[config.mk]
export PLATFORM = sky130hd
export DESIGN_NAME = sdr_regs
export DESIGN_NICKNAME = d
export VERILOG_FILES = /design/src/sdr_regs.v
export VERILOG_INCLUDE_DIRS = /design/src
export SDC_FILE = /design/constraint.sdc
export NUM_CORES = 1
export LEC_CHECK = 0
export BUFFER_PORTS_ARGS = -buffer_cell sky130_fd_sc_hd__buf_2
export CAP_MARGIN = 20
export CORE_UTILIZATION = 54
export CTS_CLUSTER_SIZE = 8
export DETAILED_ROUTE_END_ITERATION = 7
export PLACE_DENSITY_LB_ADDON = 0.12
export SKIP_LAST_GASP = 1
export SLEW_MARGIN = 20
export SYNTH_ARGS = -nofsm -noshare
export SYNTH_HDL_FRONTEND = slang
export SYNTH_SLANG_ARGS = --single-unit
export TNS_END_PERCENT = 10
[constraint.sdc]
create_clock -name hclk -period 4 [get_ports hclk]
set_clock_uncertainty 0.05 [all_clocks]
set_input_delay 0.6 -clock hclk [delete_from_list [all_inputs] [get_ports hclk]]
set_output_delay 0.6 -clock hclk [all_outputs]
set_load 0.05 [all_outputs]
[src/sdr_defs.vh]
// Purpose: constants for the swap timing and dither register bank
// Assumes: register byte address is four times the register index
// Notes:   definitions only
`ifndef SDR_DEFS_VH
`define SDR_DEFS_VH

// register indexes, byte address = index * 4
`define SDR_IDX_OVERLAP      12'h09A
`define SDR_IDX_STEER        12'h09B
`define SDR_IDX_DITHER       12'h09D
`define SDR_IDX_STATUS       12'h09F
`define SDR_IDX_LOWBIT       12'h160

// reset values
`define SDR_RST_OVERLAP      5'h08
`define SDR_RST_STEER        5'h07
`define SDR_RST_DITHER       3'h0
`define SDR_RST_DITH_BIT     1'b0
`define SDR_RST_LOWBIT       8'h00

// field positions
`define SDR_DLY_MSB          4
`define SDR_DITH_EN_BIT      0
`define SDR_DITH_AMP_BIT     1
`define SDR_DITH_ERR_BIT     2
`define SDR_STAT_BUSY_BIT    0
`define SDR_STAT_OVL_BIT     1
`define SDR_STAT_CORE_BIT    2
`define SDR_STAT_STEER_BIT   3

// overlap length = base + scale * delay, in converter clock cycles
`define SDR_OVL_BASE         7'h04
`define SDR_OVL_SCALE        2

`endif

[src/sdr_regs.v]
// Purpose: register bank for core swap timing and dither, with swap sequencer
// Assumes: hclk is the converter clock; swap_request comes from same-clock logic
// Notes:   AHB-Lite slave, zero wait states, always OKAY
//
// What this block does
// - during a swap both cores sample together for 4 + 2 * overlap delay cycles
// - overlap delay is five bits, 0..31, reset 0x08
// - steering select delay is added to core select only during swaps
// - steering select delay is five bits, 0..31, reset 0x07
// - steering switch lands inside the window where both streams are valid only if steer delay < 3 + 2 * overlap delay
// - dither control bit 0 enables dither, reset cleared
// - dither control bit 1 picks small (0) or large (1) amplitude
// - dither control bit 2 picks where subtraction rounding error goes
//
// Our own choice: the AHB-Lite register port.
`timescale 1ns/1ps
`include "sdr_defs.vh"

module sdr_regs (
    input  wire        hclk,
    input  wire        hresetn,
    input  wire        clk_en,
    input  wire        hsel,
    input  wire [31:0] haddr,
    input  wire [1:0]  htrans,
    input  wire        hwrite,
    input  wire [2:0]  hsize,
    input  wire [31:0] hwdata,
    input  wire        hready,
    output wire        hreadyout,
    output wire        hresp,
    output reg  [31:0] hrdata,
    input  wire        swap_request,
    output reg         swap_busy,
    output reg         both_cores_sample,
    output reg         active_core,
    output reg         steer_select,
    output reg         dither_enable,
    output reg         dither_amplitude,
    output reg         dither_rounding_select
);

    localparam ST_IDLE = 1'b0;
    localparam ST_SWAP = 1'b1;

    reg  [4:0]  core_overlap_delay;
    reg  [4:0]  steer_select_delay;
    reg  [7:0]  low_bit_control;
    reg         dp_write;
    reg  [11:0] dp_index;
    reg         state;
    reg  [6:0]  swap_count;
    reg  [6:0]  ovl_len;
    reg  [4:0]  steer_len;
    wire        addr_phase;
    wire [11:0] addr_index;
    wire [6:0]  next_count;
    wire        ovl_done;
    wire        steer_done;

    // overlap window length for a given delay setting
    function [6:0] overlap_cycles;
        input [4:0] dly;
        begin
            // twice the delay is the delay shifted left once, kept at seven bits
            overlap_cycles = `SDR_OVL_BASE + {1'b0, dly, 1'b0};
        end
    endfunction

    function [31:0] read_mux;
        input [11:0] idx;
        begin
            case (idx)
                `SDR_IDX_OVERLAP: read_mux = {27'h0000000, core_overlap_delay};
                `SDR_IDX_STEER:   read_mux = {27'h0000000, steer_select_delay};
                `SDR_IDX_DITHER:  read_mux = {29'h0000000, dither_rounding_select,
                                              dither_amplitude, dither_enable};
                `SDR_IDX_STATUS:  read_mux = {28'h0000000, steer_select, active_core,
                                              both_cores_sample, swap_busy};
                `SDR_IDX_LOWBIT:  read_mux = {24'h000000, low_bit_control};
                default:          read_mux = 32'h00000000;
            endcase
        end
    endfunction

    assign hreadyout  = 1'b1;
    assign hresp      = 1'b0;
    assign addr_phase = hsel & htrans[1] & hready;
    assign addr_index = haddr[13:2];

    // bus side: address phase captured, write lands in data phase
    always @(posedge hclk or negedge hresetn) begin
        if (!hresetn) begin
            dp_write <= 1'b0;
            dp_index <= 12'h000;
            hrdata   <= 32'h00000000;
        end else if (clk_en) begin
            dp_write <= addr_phase & hwrite;
            if (addr_phase) begin
                dp_index <= addr_index;
            end
            if (addr_phase & ~hwrite) begin
                hrdata <= read_mux(addr_index);
            end
        end
    end

    // reserved bits are dropped on write and read back as zero
    always @(posedge hclk or negedge hresetn) begin
        if (!hresetn) begin
            core_overlap_delay     <= `SDR_RST_OVERLAP;
            steer_select_delay     <= `SDR_RST_STEER;
            dither_enable          <= `SDR_RST_DITH_BIT;
            dither_amplitude       <= `SDR_RST_DITH_BIT;
            dither_rounding_select <= `SDR_RST_DITH_BIT;
            low_bit_control        <= `SDR_RST_LOWBIT;
        end else if (clk_en && dp_write) begin
            case (dp_index)
                `SDR_IDX_OVERLAP: core_overlap_delay <= hwdata[`SDR_DLY_MSB:0];
                `SDR_IDX_STEER:   steer_select_delay <= hwdata[`SDR_DLY_MSB:0];
                `SDR_IDX_DITHER: begin
                    dither_enable          <= hwdata[`SDR_DITH_EN_BIT];
                    dither_amplitude       <= hwdata[`SDR_DITH_AMP_BIT];
                    dither_rounding_select <= hwdata[`SDR_DITH_ERR_BIT];
                end
                `SDR_IDX_LOWBIT:  low_bit_control <= hwdata[7:0];
                default: begin
                end
            endcase
        end
    end

    assign next_count = swap_count + 7'h01;
    assign ovl_done   = (next_count >= ovl_len);
    assign steer_done = (next_count > {2'b00, steer_len});

    // swap sequencer: lengths latched at start so writes mid-swap wait
    always @(posedge hclk or negedge hresetn) begin
        if (!hresetn) begin
            state             <= ST_IDLE;
            swap_count        <= 7'h00;
            ovl_len           <= 7'h00;
            steer_len         <= 5'h00;
            swap_busy         <= 1'b0;
            both_cores_sample <= 1'b0;
            active_core       <= 1'b0;
            steer_select      <= 1'b0;
        end else if (clk_en) begin
            case (state)
                ST_IDLE: begin
                    steer_select <= active_core;
                    if (swap_request) begin
                        ovl_len           <= overlap_cycles(core_overlap_delay);
                        steer_len         <= steer_select_delay;
                        swap_count        <= 7'h00;
                        swap_busy         <= 1'b1;
                        both_cores_sample <= 1'b1;
                        active_core       <= ~active_core;
                        state             <= ST_SWAP;
                    end
                end
                ST_SWAP: begin
                    swap_count <= next_count;
                    if (ovl_done) begin
                        both_cores_sample <= 1'b0;
                    end
                    // mux follows the new core only after the programmed delay
                    if (swap_count == {2'b00, steer_len}) begin
                        steer_select <= active_core;
                    end
                    if (ovl_done && steer_done) begin
                        swap_busy <= 1'b0;
                        state     <= ST_IDLE;
                    end
                end
                default: begin
                    state <= ST_IDLE;
                end
            endcase
        end
    end

endmodule

# Yosys cells after proc, flatten, opt, wreduce, memory -nomap -nowiden

Cells that the tools add are included.

Add/sub/neg operators: 2
Order comparisons: 2
Equal/unequal tests: 14
Multiplexer cells: 13
Bitwise logic cells: 7
Reduce and logical (&&, ||, !) cells: 13

Operator list:

| cell                                                   | count |
|---|---|
| == test 12 x 8 -> 1 bit (second input constant)        | 7 |
| case mux 8 bit (5 select lines)                        | 1 |
| == test 12 x 9 -> 1 bit (second input constant)        | 2 |
| AND reduction 2 bit                                    | 8 |
| case mux 7 bit (2 select lines)                        | 1 |
| AND reduction 3 bit                                    | 3 |
| case mux 1 bit (2 select lines)                        | 4 |
| adder 3 x 6 -> 7 bit (first input constant)            | 1 |
| adder 7 x 1 -> 7 bit (second input constant)           | 1 |
| == test 7 x 5 -> 1 bit                                 | 1 |
| greater-or-equal comparator 7 bit                      | 1 |
| > comparator 7 x 5 -> 1 bit                            | 1 |
| 2-to-1 mux 7 bit                                       | 1 |
| 2-to-1 mux 1 bit                                       | 6 |
| inequality test 2 x 1 -> 1 bit (second input constant) | 3 |
| bitwise AND 1 bit                                      | 4 |
| NOT 1 bit                                              | 3 |
| logical AND 1 bit                                      | 2 |
| inequality test 2 bit (second input constant)          | 1 |

Bits in registers: 90
Input port bits: 76
Output and inout bits: 41
Logic and storage cells: 68

# Longest topological paths before layout

Gate-level depths: netlist of the first run.

Word-level depth: 5
Gate-level depth with buffers: 10
Gate-level depth less buffers: 10

# Least setup slack after synthesis of the first run

OpenSTA, ideal clock, no wires.

Kind: register to register
Start: register swap_count[0]
End: register both_cores_sample
Setup time: 0.086 ns
Arrival time: 2.521 ns
Data required time: 3.864 ns
Setup slack: 1.343 ns
Cell stages (with the launch flop): 11
Path buffers: 0
Clock period less this slack: 2.657 ns
Cell sequence: dfrtp_1 > ha_1 > nand3_1 > xnor2_1 > ha_1 > nand3_1 > a21oi_1 > a211o_1 > maj3_1 > maj3_1 > a32oi_1

Longest elaborated chain between the ends: 4

Ends and longest elaborated chain:

| item                                     | RTL line       | text |
|---|---|---|
| start: declaration                       | sdr_regs.v:52  | `reg [6:0] swap_count;` |
| start signal: assignment                 | sdr_regs.v:163 | `swap_count <= next_count;` |
| adder 7 x 1 -> 7 bit                     | sdr_regs.v:133 | `assign next_count = swap_count + 7'h01;` |
| greater-or-equal comparator 7 bit        | sdr_regs.v:134 | `assign ovl_done = (next_count >= ovl_len);` |
| inequality test 2 x 1 -> 1 bit (no line) | n/a            |  |
| AND reduction 3 bit (no line)            | n/a            |  |
| end signal: assignment                   | sdr_regs.v:145 | `both_cores_sample <= 1'b0;` |
| end signal: assignment                   | sdr_regs.v:157 | `both_cores_sample <= 1'b1;` |
| end signal: assignment                   | sdr_regs.v:165 | `both_cores_sample <= 1'b0;` |
| end: declaration                         | sdr_regs.v:35  | `output reg both_cores_sample,` |

No other way between the ends.
A chain may end at the register's enable or synchronous reset.

# Worst setup path in the final report of the first run

Same ends and word-level chain as after synthesis.

==> results.ini, run 1 <==
[status]
status = finished clean

[routing]
dr.first_iter.drc_count = 107
route.detailed.drc = 0
wl_per_cell_microns = 15.5
antenna_left = 0
vias_per_cell = 5.42
vias = 2369
drt-pass1-iter-count = 4
routed_wl_microns = 6750

[logic_synthesis]
synth_area_leader_cell = dfrtp_1
synth_top_area_share_pct = 44.4
synth_area_leaders = dfrtp_1, mux2_2, buf_4
syn_area_sq_mm = 0.00344
synth_most_common_cell = dfrtp_1
synth_edf_count = 0
synth_ff_type = dfrtp_1
synth_seq_area_share_pct = 47.5
yosys_warnings = 0
synthArstFlopShare_pct = 100
ys_seq_elements = 65
yosysUniqueCellTypes = 46
syn-instance-count = 311
yosys-top-cells-count = dfrtp_1, mux2_2, nand2_1, buf_4
synth.avg_cell_area_sq_um = 11.1

[global_routing]
grt_pass1_wl_microns = 11300
busiest_layer = met2
antenna_found_initial = 0
grt.met1_usage_pct = 32.9
grt-ovfl-total = 0
grt_max_degree = 46
grt_pass1_vias = 2283
use_met3_pct = 4.11
gr-usage-met2_pct = 33.4
gr-usage-all-layers_pct = 23.0

[sta]
rsz0062_at_grt = false
max_freq_mhz = 329
fin_tns_setup_ps = 0
worstMarginPinSlew_ps = 865
slew_violations = 0
setup_violations = 0
finalHoldViolCount = 0
period_share_pct = 75.9
relSlewSlack_pct = 41.9
min_period_ps = 3040

[pwr]
peakVddDrop_uv = 355
power_density_mw_per_mm2 = 604
p_leak_nw = 1.87
p_total_mw = 2.34

[worst_setup_path]
r2r_end = both_cores_sample
critPathBufInv = 0
cp.required_ps = 4200
path_depth = 10
r2r_cells = 10
cp-start-kind = flip-flop
path_delay_family = adder cells
regToRegStartpoint = swap_count[0]
crit_slowest_cell = dfrtp_1
worstPathArrival_ps = 3240
end_kind = flip-flop
critPathKind = flip-flop to flip-flop
max_stage_delay_ps = 480
cp_max_fo = 7
worstPathCellList = ha_1 -> nand3_1 -> xnor2_1 -> ha_1 -> nand3_1 -> a21oi_1 -> a211o_1 -> maj3_1 -> maj3_1 -> a32oi_1
rrSetupSlack_ps = 960

[cts]
cts_buffer_depth = 2
htreeDepth = 3
numCtsBuffers = 9
clk_latency_ps = 340
clkSlewWorstSetupHoldPaths_ps = 70
clockRootBuffer = clkbuf_8
clkSinkCount = 65
postCtsHoldBufs = 0
cts_setup_buffers = 0
cts_tree = yes
cts_resized = 0

[finish]
antennaDiodeCount = 0
multi_input_comb_area_sq_mm = 0.00162
syn_to_final_growth_pct = 12.7
fin_cells = 437
stdcell_area_sq_mm = 0.00387
final.fill_count = 503
num-nets-final = 444
final_util_pct = 64.3
register_area_sq_mm = 0.00163
drive_above_1_share_pct = 31.8

[floorplan]
io_pins = 117
die_x_microns = 81.8
die_area_sq_mm = 0.00669
core_sq_mm = 0.00603
start_util_pct = 57.0
die_h_microns = 81.8
core.rowCount = 28

[place]
dp.cells = 421
place.gp.congestion = 0.765
port_buffers = 42
place_area_sq_mm = 0.00362
post-dp-hpwl_microns = 4960

[min_path]
hp-class = primary input to asynchronous set/reset pin

[flow_run]
drv_cap = 0

==> worst register-to-register path: cells and delay by family (launching register included) <==
kind | cells | cell delay, ps
AOI/OAI and AO/OA | 3 | 540
DFF | 1 | 480
xor gates and xnor gates | 1 | 310
and+or+nand+nor | 2 | 220
adders and majority gates | 4 | 1350
==> stage by stage <==
stage,worst slack (ps),hold slack (ps)
after floorplan,1340,254
after global placement,1000,397
after global routing,726,184
final,962,156
after CTS,925,163
after detailed placement,976,407
==> cell type report <==
type | instances | share of cell area, %
clock buffer | 10 | 3.55
clock inverter | 6 | 2.94
inverter | 14 | 1.36
multi-input combinational | 223 | 41.8
sequential | 65 | 42.1
tap | 75 | 2.42
timing repair buffer | 44 | 5.82
==> flip-flops by register name, indices dropped and copies added, names as in the netlist, 5 cells and up <==
name                count
steer_len               5
low_bit_control         8
steer_select_delay      5
dp_index               12
swap_count              7
hrdata                  8
ovl_len                 6
core_overlap_delay      5
==> cell families after synthesis <==
group                      count (synthesis)  share of synthesized area, %
xor gates and xnor gates                  11                          2.80
DFF                                       65                          47.5
other                                      2                         0.219
muxes                                     46                          15.0
buffers and inverters                     47                          8.08
and+or+nand+nor                           88                          14.2
AOI/OAI and AO/OA                         39                          7.61
adders and majority gates                 13                          4.59
==> worst max path at each step <==
stage | from | end | slack, ps
5_1_grt | swap_count[0] | both_cores_sample | 730
3_3_place_gp | swap_count[0] | both_cores_sample | 1000
2_1_floorplan | swap_count[0] | both_cores_sample | 1340
4_1_cts | swap_count[0] | both_cores_sample | 930
6_report | swap_count[0] | both_cores_sample | 960
3_5_place_dp | swap_count[0] | both_cores_sample | 980
==> routing by layer <==
metal / share of wire (%) / wire [microns]
met1: 48 / 3230
met2: 46 / 3100
met3: 4.3 / 289
met4: 2.0 / 133
met5: 0 / 0
==> report_power, final <==
group,switching (mW),leakage (nW),total [mW],internal [mW]
Clock,0.264,0.119,0.697,0.433
Sequential,0.141,0.836,0.908,0.767
Combinational,0.435,0.920,0.735,0.299
Total,0.840,1.87,2.34,1.50
==> layout by cell type, fill, tap and decap left out, types with 2 or more instances in the layout <==
cell type / n
a31oi_1: 5
nand2b_1: 3
buf_2: 42
buf_4: 2
xnor2_1: 7
nor3_1: 3
nand4_1: 3
nand3_1: 14
bufinv_16: 3
nand2_1: 36
dfrtp_1: 61
nor4bb_1: 2
maj3_1: 2
ha_1: 11
a21oi_1: 9
clkbuf_8: 10
inv_1: 14
nor4_2: 2
nor4_4: 2
or3_1: 2
o21ai_0: 7
nor2b_1: 2
mux2_2: 44
conb_1: 26
dfstp_2: 4
mux2i_1: 2
xor2_1: 4
a221oi_1: 3
nor2_1: 12
a22o_1: 4
clkinvlp_4: 2
Power figures use the tool's default switching activity.
==> run 2: changes to the inputs <==
- ABC_AREA: default -> 1
- CORE_UTILIZATION: 54 -> 46
- clock period: 4 -> 2.66 ns (I/O delays scaled with it)
==> run 2 against run 1 <==
Compared with the run above: global-route usage is 1.2 points lower; cell area grew 2.9%; via count rose by 23%; synthesized cell count increased by 39%; first-iteration DRC count is 50% higher; hold slack gained 78 ps; sequential cell count stayed put; register-to-register slack worse by 700 ps; non-clock buffer count grew 3; worst setup slack worse by 700 ps; clock-buffer cell count did not move; final cell count rose by 34%; highest routed layer unchanged.
==> results.ini, run 2 <==
[worst_setup_path]
end_kind = flip-flop
r2r_cells = 17  ; +7
worstPathArrival_ps = 2590  ; -650 ps
worstPathCellList = ha_1 -> nand2_1 -> inv_1 -> nand2_1 -> nand2_1 -> o21ai_0 -> inv_1 -> ha_1 -> nand2_1 -> inv_1 -> nand4_1 -> a21boi_1 -> nor2_1 -> nor2_1 -> nand3_1 -> nand2_1 -> inv_1
cp_max_fo = 4  ; -3
max_stage_delay_ps = 430  ; -50 ps
crit_slowest_cell = dfrtp_1
cp.required_ps = 2850  ; -1350 ps
critPathKind = flip-flop to flip-flop
rrSetupSlack_ps = 260  ; -700 ps
cp-start-kind = flip-flop
regToRegStartpoint = swap_count[1]
r2r_end = swap_busy
path_common_cell = nand2_1

[floorplan]
core_sq_mm = 0.00733  ; +22%
die_h_microns = 89.6  ; +9.5%
core.rowCount = 31  ; +11%
io_pins = 117  ; unchanged
start_util_pct = 48.1  ; -8.9 points
die_area_sq_mm = 0.00802  ; +20%
die_x_microns = 89.6  ; +9.5%

[global_routing]
grt_pass1_wl_microns = 13000  ; +15%
grt_pass1_vias = 2705  ; +18%
grt_max_degree = 28  ; -39%
gr-usage-all-layers_pct = 21.8  ; -1.2 points
antenna_found_initial = 0  ; unchanged
grt-ovfl-total = 0  ; unchanged

[finish]
antennaDiodeCount = 0  ; unchanged
final_cell_mix = nand2_1, dfrtp_1, inv_1
num-nets-final = 570  ; +28%
final_util_pct = 54.4  ; -9.9 points
drive_above_1_share_pct = 16.8  ; -15 points
top_regs = dp_index (12), hrdata (8), low_bit_control (8)
syn_to_final_growth_pct = 12.9
final_common_cell = nand2_1
largest-register = dp_index
largest_reg_flops = 12  ; unchanged

[pwr]
p_total_mw = 3.37  ; +44%
power.switching_mw = 1.37  ; +63%
combPwrFrac_pct = 36.1  ; +4.7 points
p_leak_nw = 2.06  ; +9.7%
swShare_pct = 40.5  ; +4.6 points
internal-power_mw = 2.01  ; +34%
peakVddDrop_uv = 339  ; -4.6%
pwr-share-seq_pct = 39.1  ; +0.3 points
p_clk_share_pct = 24.8  ; -5.0 points
power_density_mw_per_mm2 = 847  ; +40%

[place]
place.gp.congestion = 0.856  ; +12%
post-dp-hpwl_microns = 5950  ; +20%
port_buffers = 42  ; unchanged

[routing]
wl_per_cell_microns = 13.0  ; -16%
vias = 2905  ; +23%
dr.first_iter.drc_count = 161  ; +50%
route.detailed.drc = 0  ; unchanged
drt-pass1-iter-count = 4  ; unchanged
antenna_left = 0  ; unchanged
vias_per_cell = 4.95  ; -8.7%
routed_wl_microns = 7640  ; +13%

[cts]
clockRootBuffer = clkbuf_8
clkSlewWorstSetupHoldPaths_ps = 80  ; about the same
cts_setup_buffers = 0  ; unchanged
numCtsBuffers = 9  ; unchanged
cts_tree = yes
clkSinkCount = 65  ; unchanged
clk_latency_ps = 340  ; about the same
htreeDepth = 3  ; unchanged
cts_buffer_depth = 2  ; unchanged

[logic_synthesis]
synthArstFlopShare_pct = 100  ; unchanged
synth_area_leaders = dfrtp_1, nand2_1, buf_4
synth_seq_area_share_pct = 46.2  ; -1.2 points
yosys_warnings = 0  ; unchanged
synth_area_leader_cell = dfrtp_1
syn-instance-count = 431  ; +39%
yosys-top-cells-count = nand2_1, dfrtp_1, inv_1, nand3_1, o21ai_0
synth_edf_count = 0  ; unchanged
synth_most_common_cell = nand2_1
synth.avg_cell_area_sq_um = 8.19  ; -26%
synth_ff_type = dfrtp_1
yosysUniqueCellTypes = 38  ; -17%
syn_area_sq_mm = 0.00353  ; +2.7%
synth_top_area_share_pct = 43.3  ; -1.1 points
ys_seq_elements = 65  ; unchanged

[sta]
worstMarginPinSlew_ps = 617  ; -248 ps
max_freq_mhz = 416  ; +26%
setup_violations = 0  ; unchanged
min_period_ps = 2400  ; -636 ps
period_share_pct = 90.3  ; +14 points
slew_violations = 0  ; unchanged
fin_tns_setup_ps = 0  ; unchanged
relSlewSlack_pct = 58.7  ; +17 points
finalHoldViolCount = 0  ; unchanged
rsz0062_at_grt = false

[min_path]
hp-class = primary input to flip-flop
holdPathEnd = low_bit_control[6]
hp-start = hwdata[6]
min_path_cells = 2

[status]
status = finished clean

[flow_run]
drv_cap = 0  ; unchanged

-- run 2: cell types whose count changed in the layout (fill, tap and decap cells not counted), moves of 4 or more --
| cell | before | now |
|---|---|---|
| a21oi_1 | 9 | 4 |
| a22o_1 | 4 | 0 |
| inv_1 | 14 | 48 |
| mux2_2 | 44 | 3 |
| nand2_1 | 36 | 111 |
| nand3_1 | 14 | 39 |
| nand4_1 | 3 | 8 |
| nor2_1 | 12 | 22 |
| o21ai_0 | 7 | 34 |
| o21ai_1 | 1 | 8 |
| o22ai_1 | 1 | 7 |
| xnor2_1 | 7 | 2 |
-- run 2: cells by family after synthesis --
logic type	synth area share [%]
muxes	0.957
buffers and inverters	11.7
AOI/OAI and AO/OA	9.65
adders and majority gates	3.90
other	0.213
and+or+nand+nor	26.1
DFF	46.2
xor gates and xnor gates	1.24
-- run 2: timing repair --
action,in CTS,in global routing
resized for setup,0,2
endpoints found under the setup margin,0,2
endpoints found under the hold margin,12,0
hold buffers,1,0
-- run 2: worst max path at each step --
stage / start / endpoint
finish: swap_count[1] / swap_busy
detailed placement: swap_count[1] / swap_busy
floorplan: swap_count[0] / swap_busy
global placement: swap_count[1] / swap_busy
global route: swap_count[1] / both_cores_sample
CTS: swap_count[1] / swap_busy
-- run 2: critical path, delay by kind of cell, from the launching register on --
| family | cells | cell delay [ps] |
|---|---|---|
| and+or+nand+nor | 9 | 690 |
| DFF | 1 | 430 |
| adders and majority gates | 2 | 520 |
| AOI/OAI and AO/OA | 2 | 360 |
| buffers and inverters | 4 | 270 |
-- run 2: layout make-up --
type                       instances  area [sq um]
clock buffer                      10           128
clock inverter                     6          68.8
fill                             720          3350
inverter                          52           195
multi-input combinational        308          1580
sequential                        65          1630
tap                               99           124
timing repair buffer              47           263
-- run 2: power by group through the flow --
stage	registers [mW]	clock network [mW]	logic [mW]
floorplan	1.42	0	0.822
global placement	1.33	0	1.18
detailed placement	1.34	0	1.21
CTS	1.32	0.858	1.22
global route	1.35	0.901	1.39
finish	1.32	0.837	1.22
-- run 2: layer usage --
metal	share of wire [%]	track usage, %	wire length, microns	vias to the layer above
li1	-	-	-	1465
met1	46	28.5	3500	1359
met2	48	35.4	3690	69
met3	4.2	5.58	324	12
met4	1.7	7.07	133	0
met5	0	0	0	-
-- run 2: metrics by stage --
step	hold WS [ps]	area [sq um]	std cells	setup WS (ps)
2_1_floorplan	53.4	3620	455	554
3_3_place_gp	299	3780	570	207
3_5_place_dp	298	3780	570	187
4_1_cts	220	3990	587	194
5_1_grt	213	3990	587	29.1
6_report	233	3990	587	258
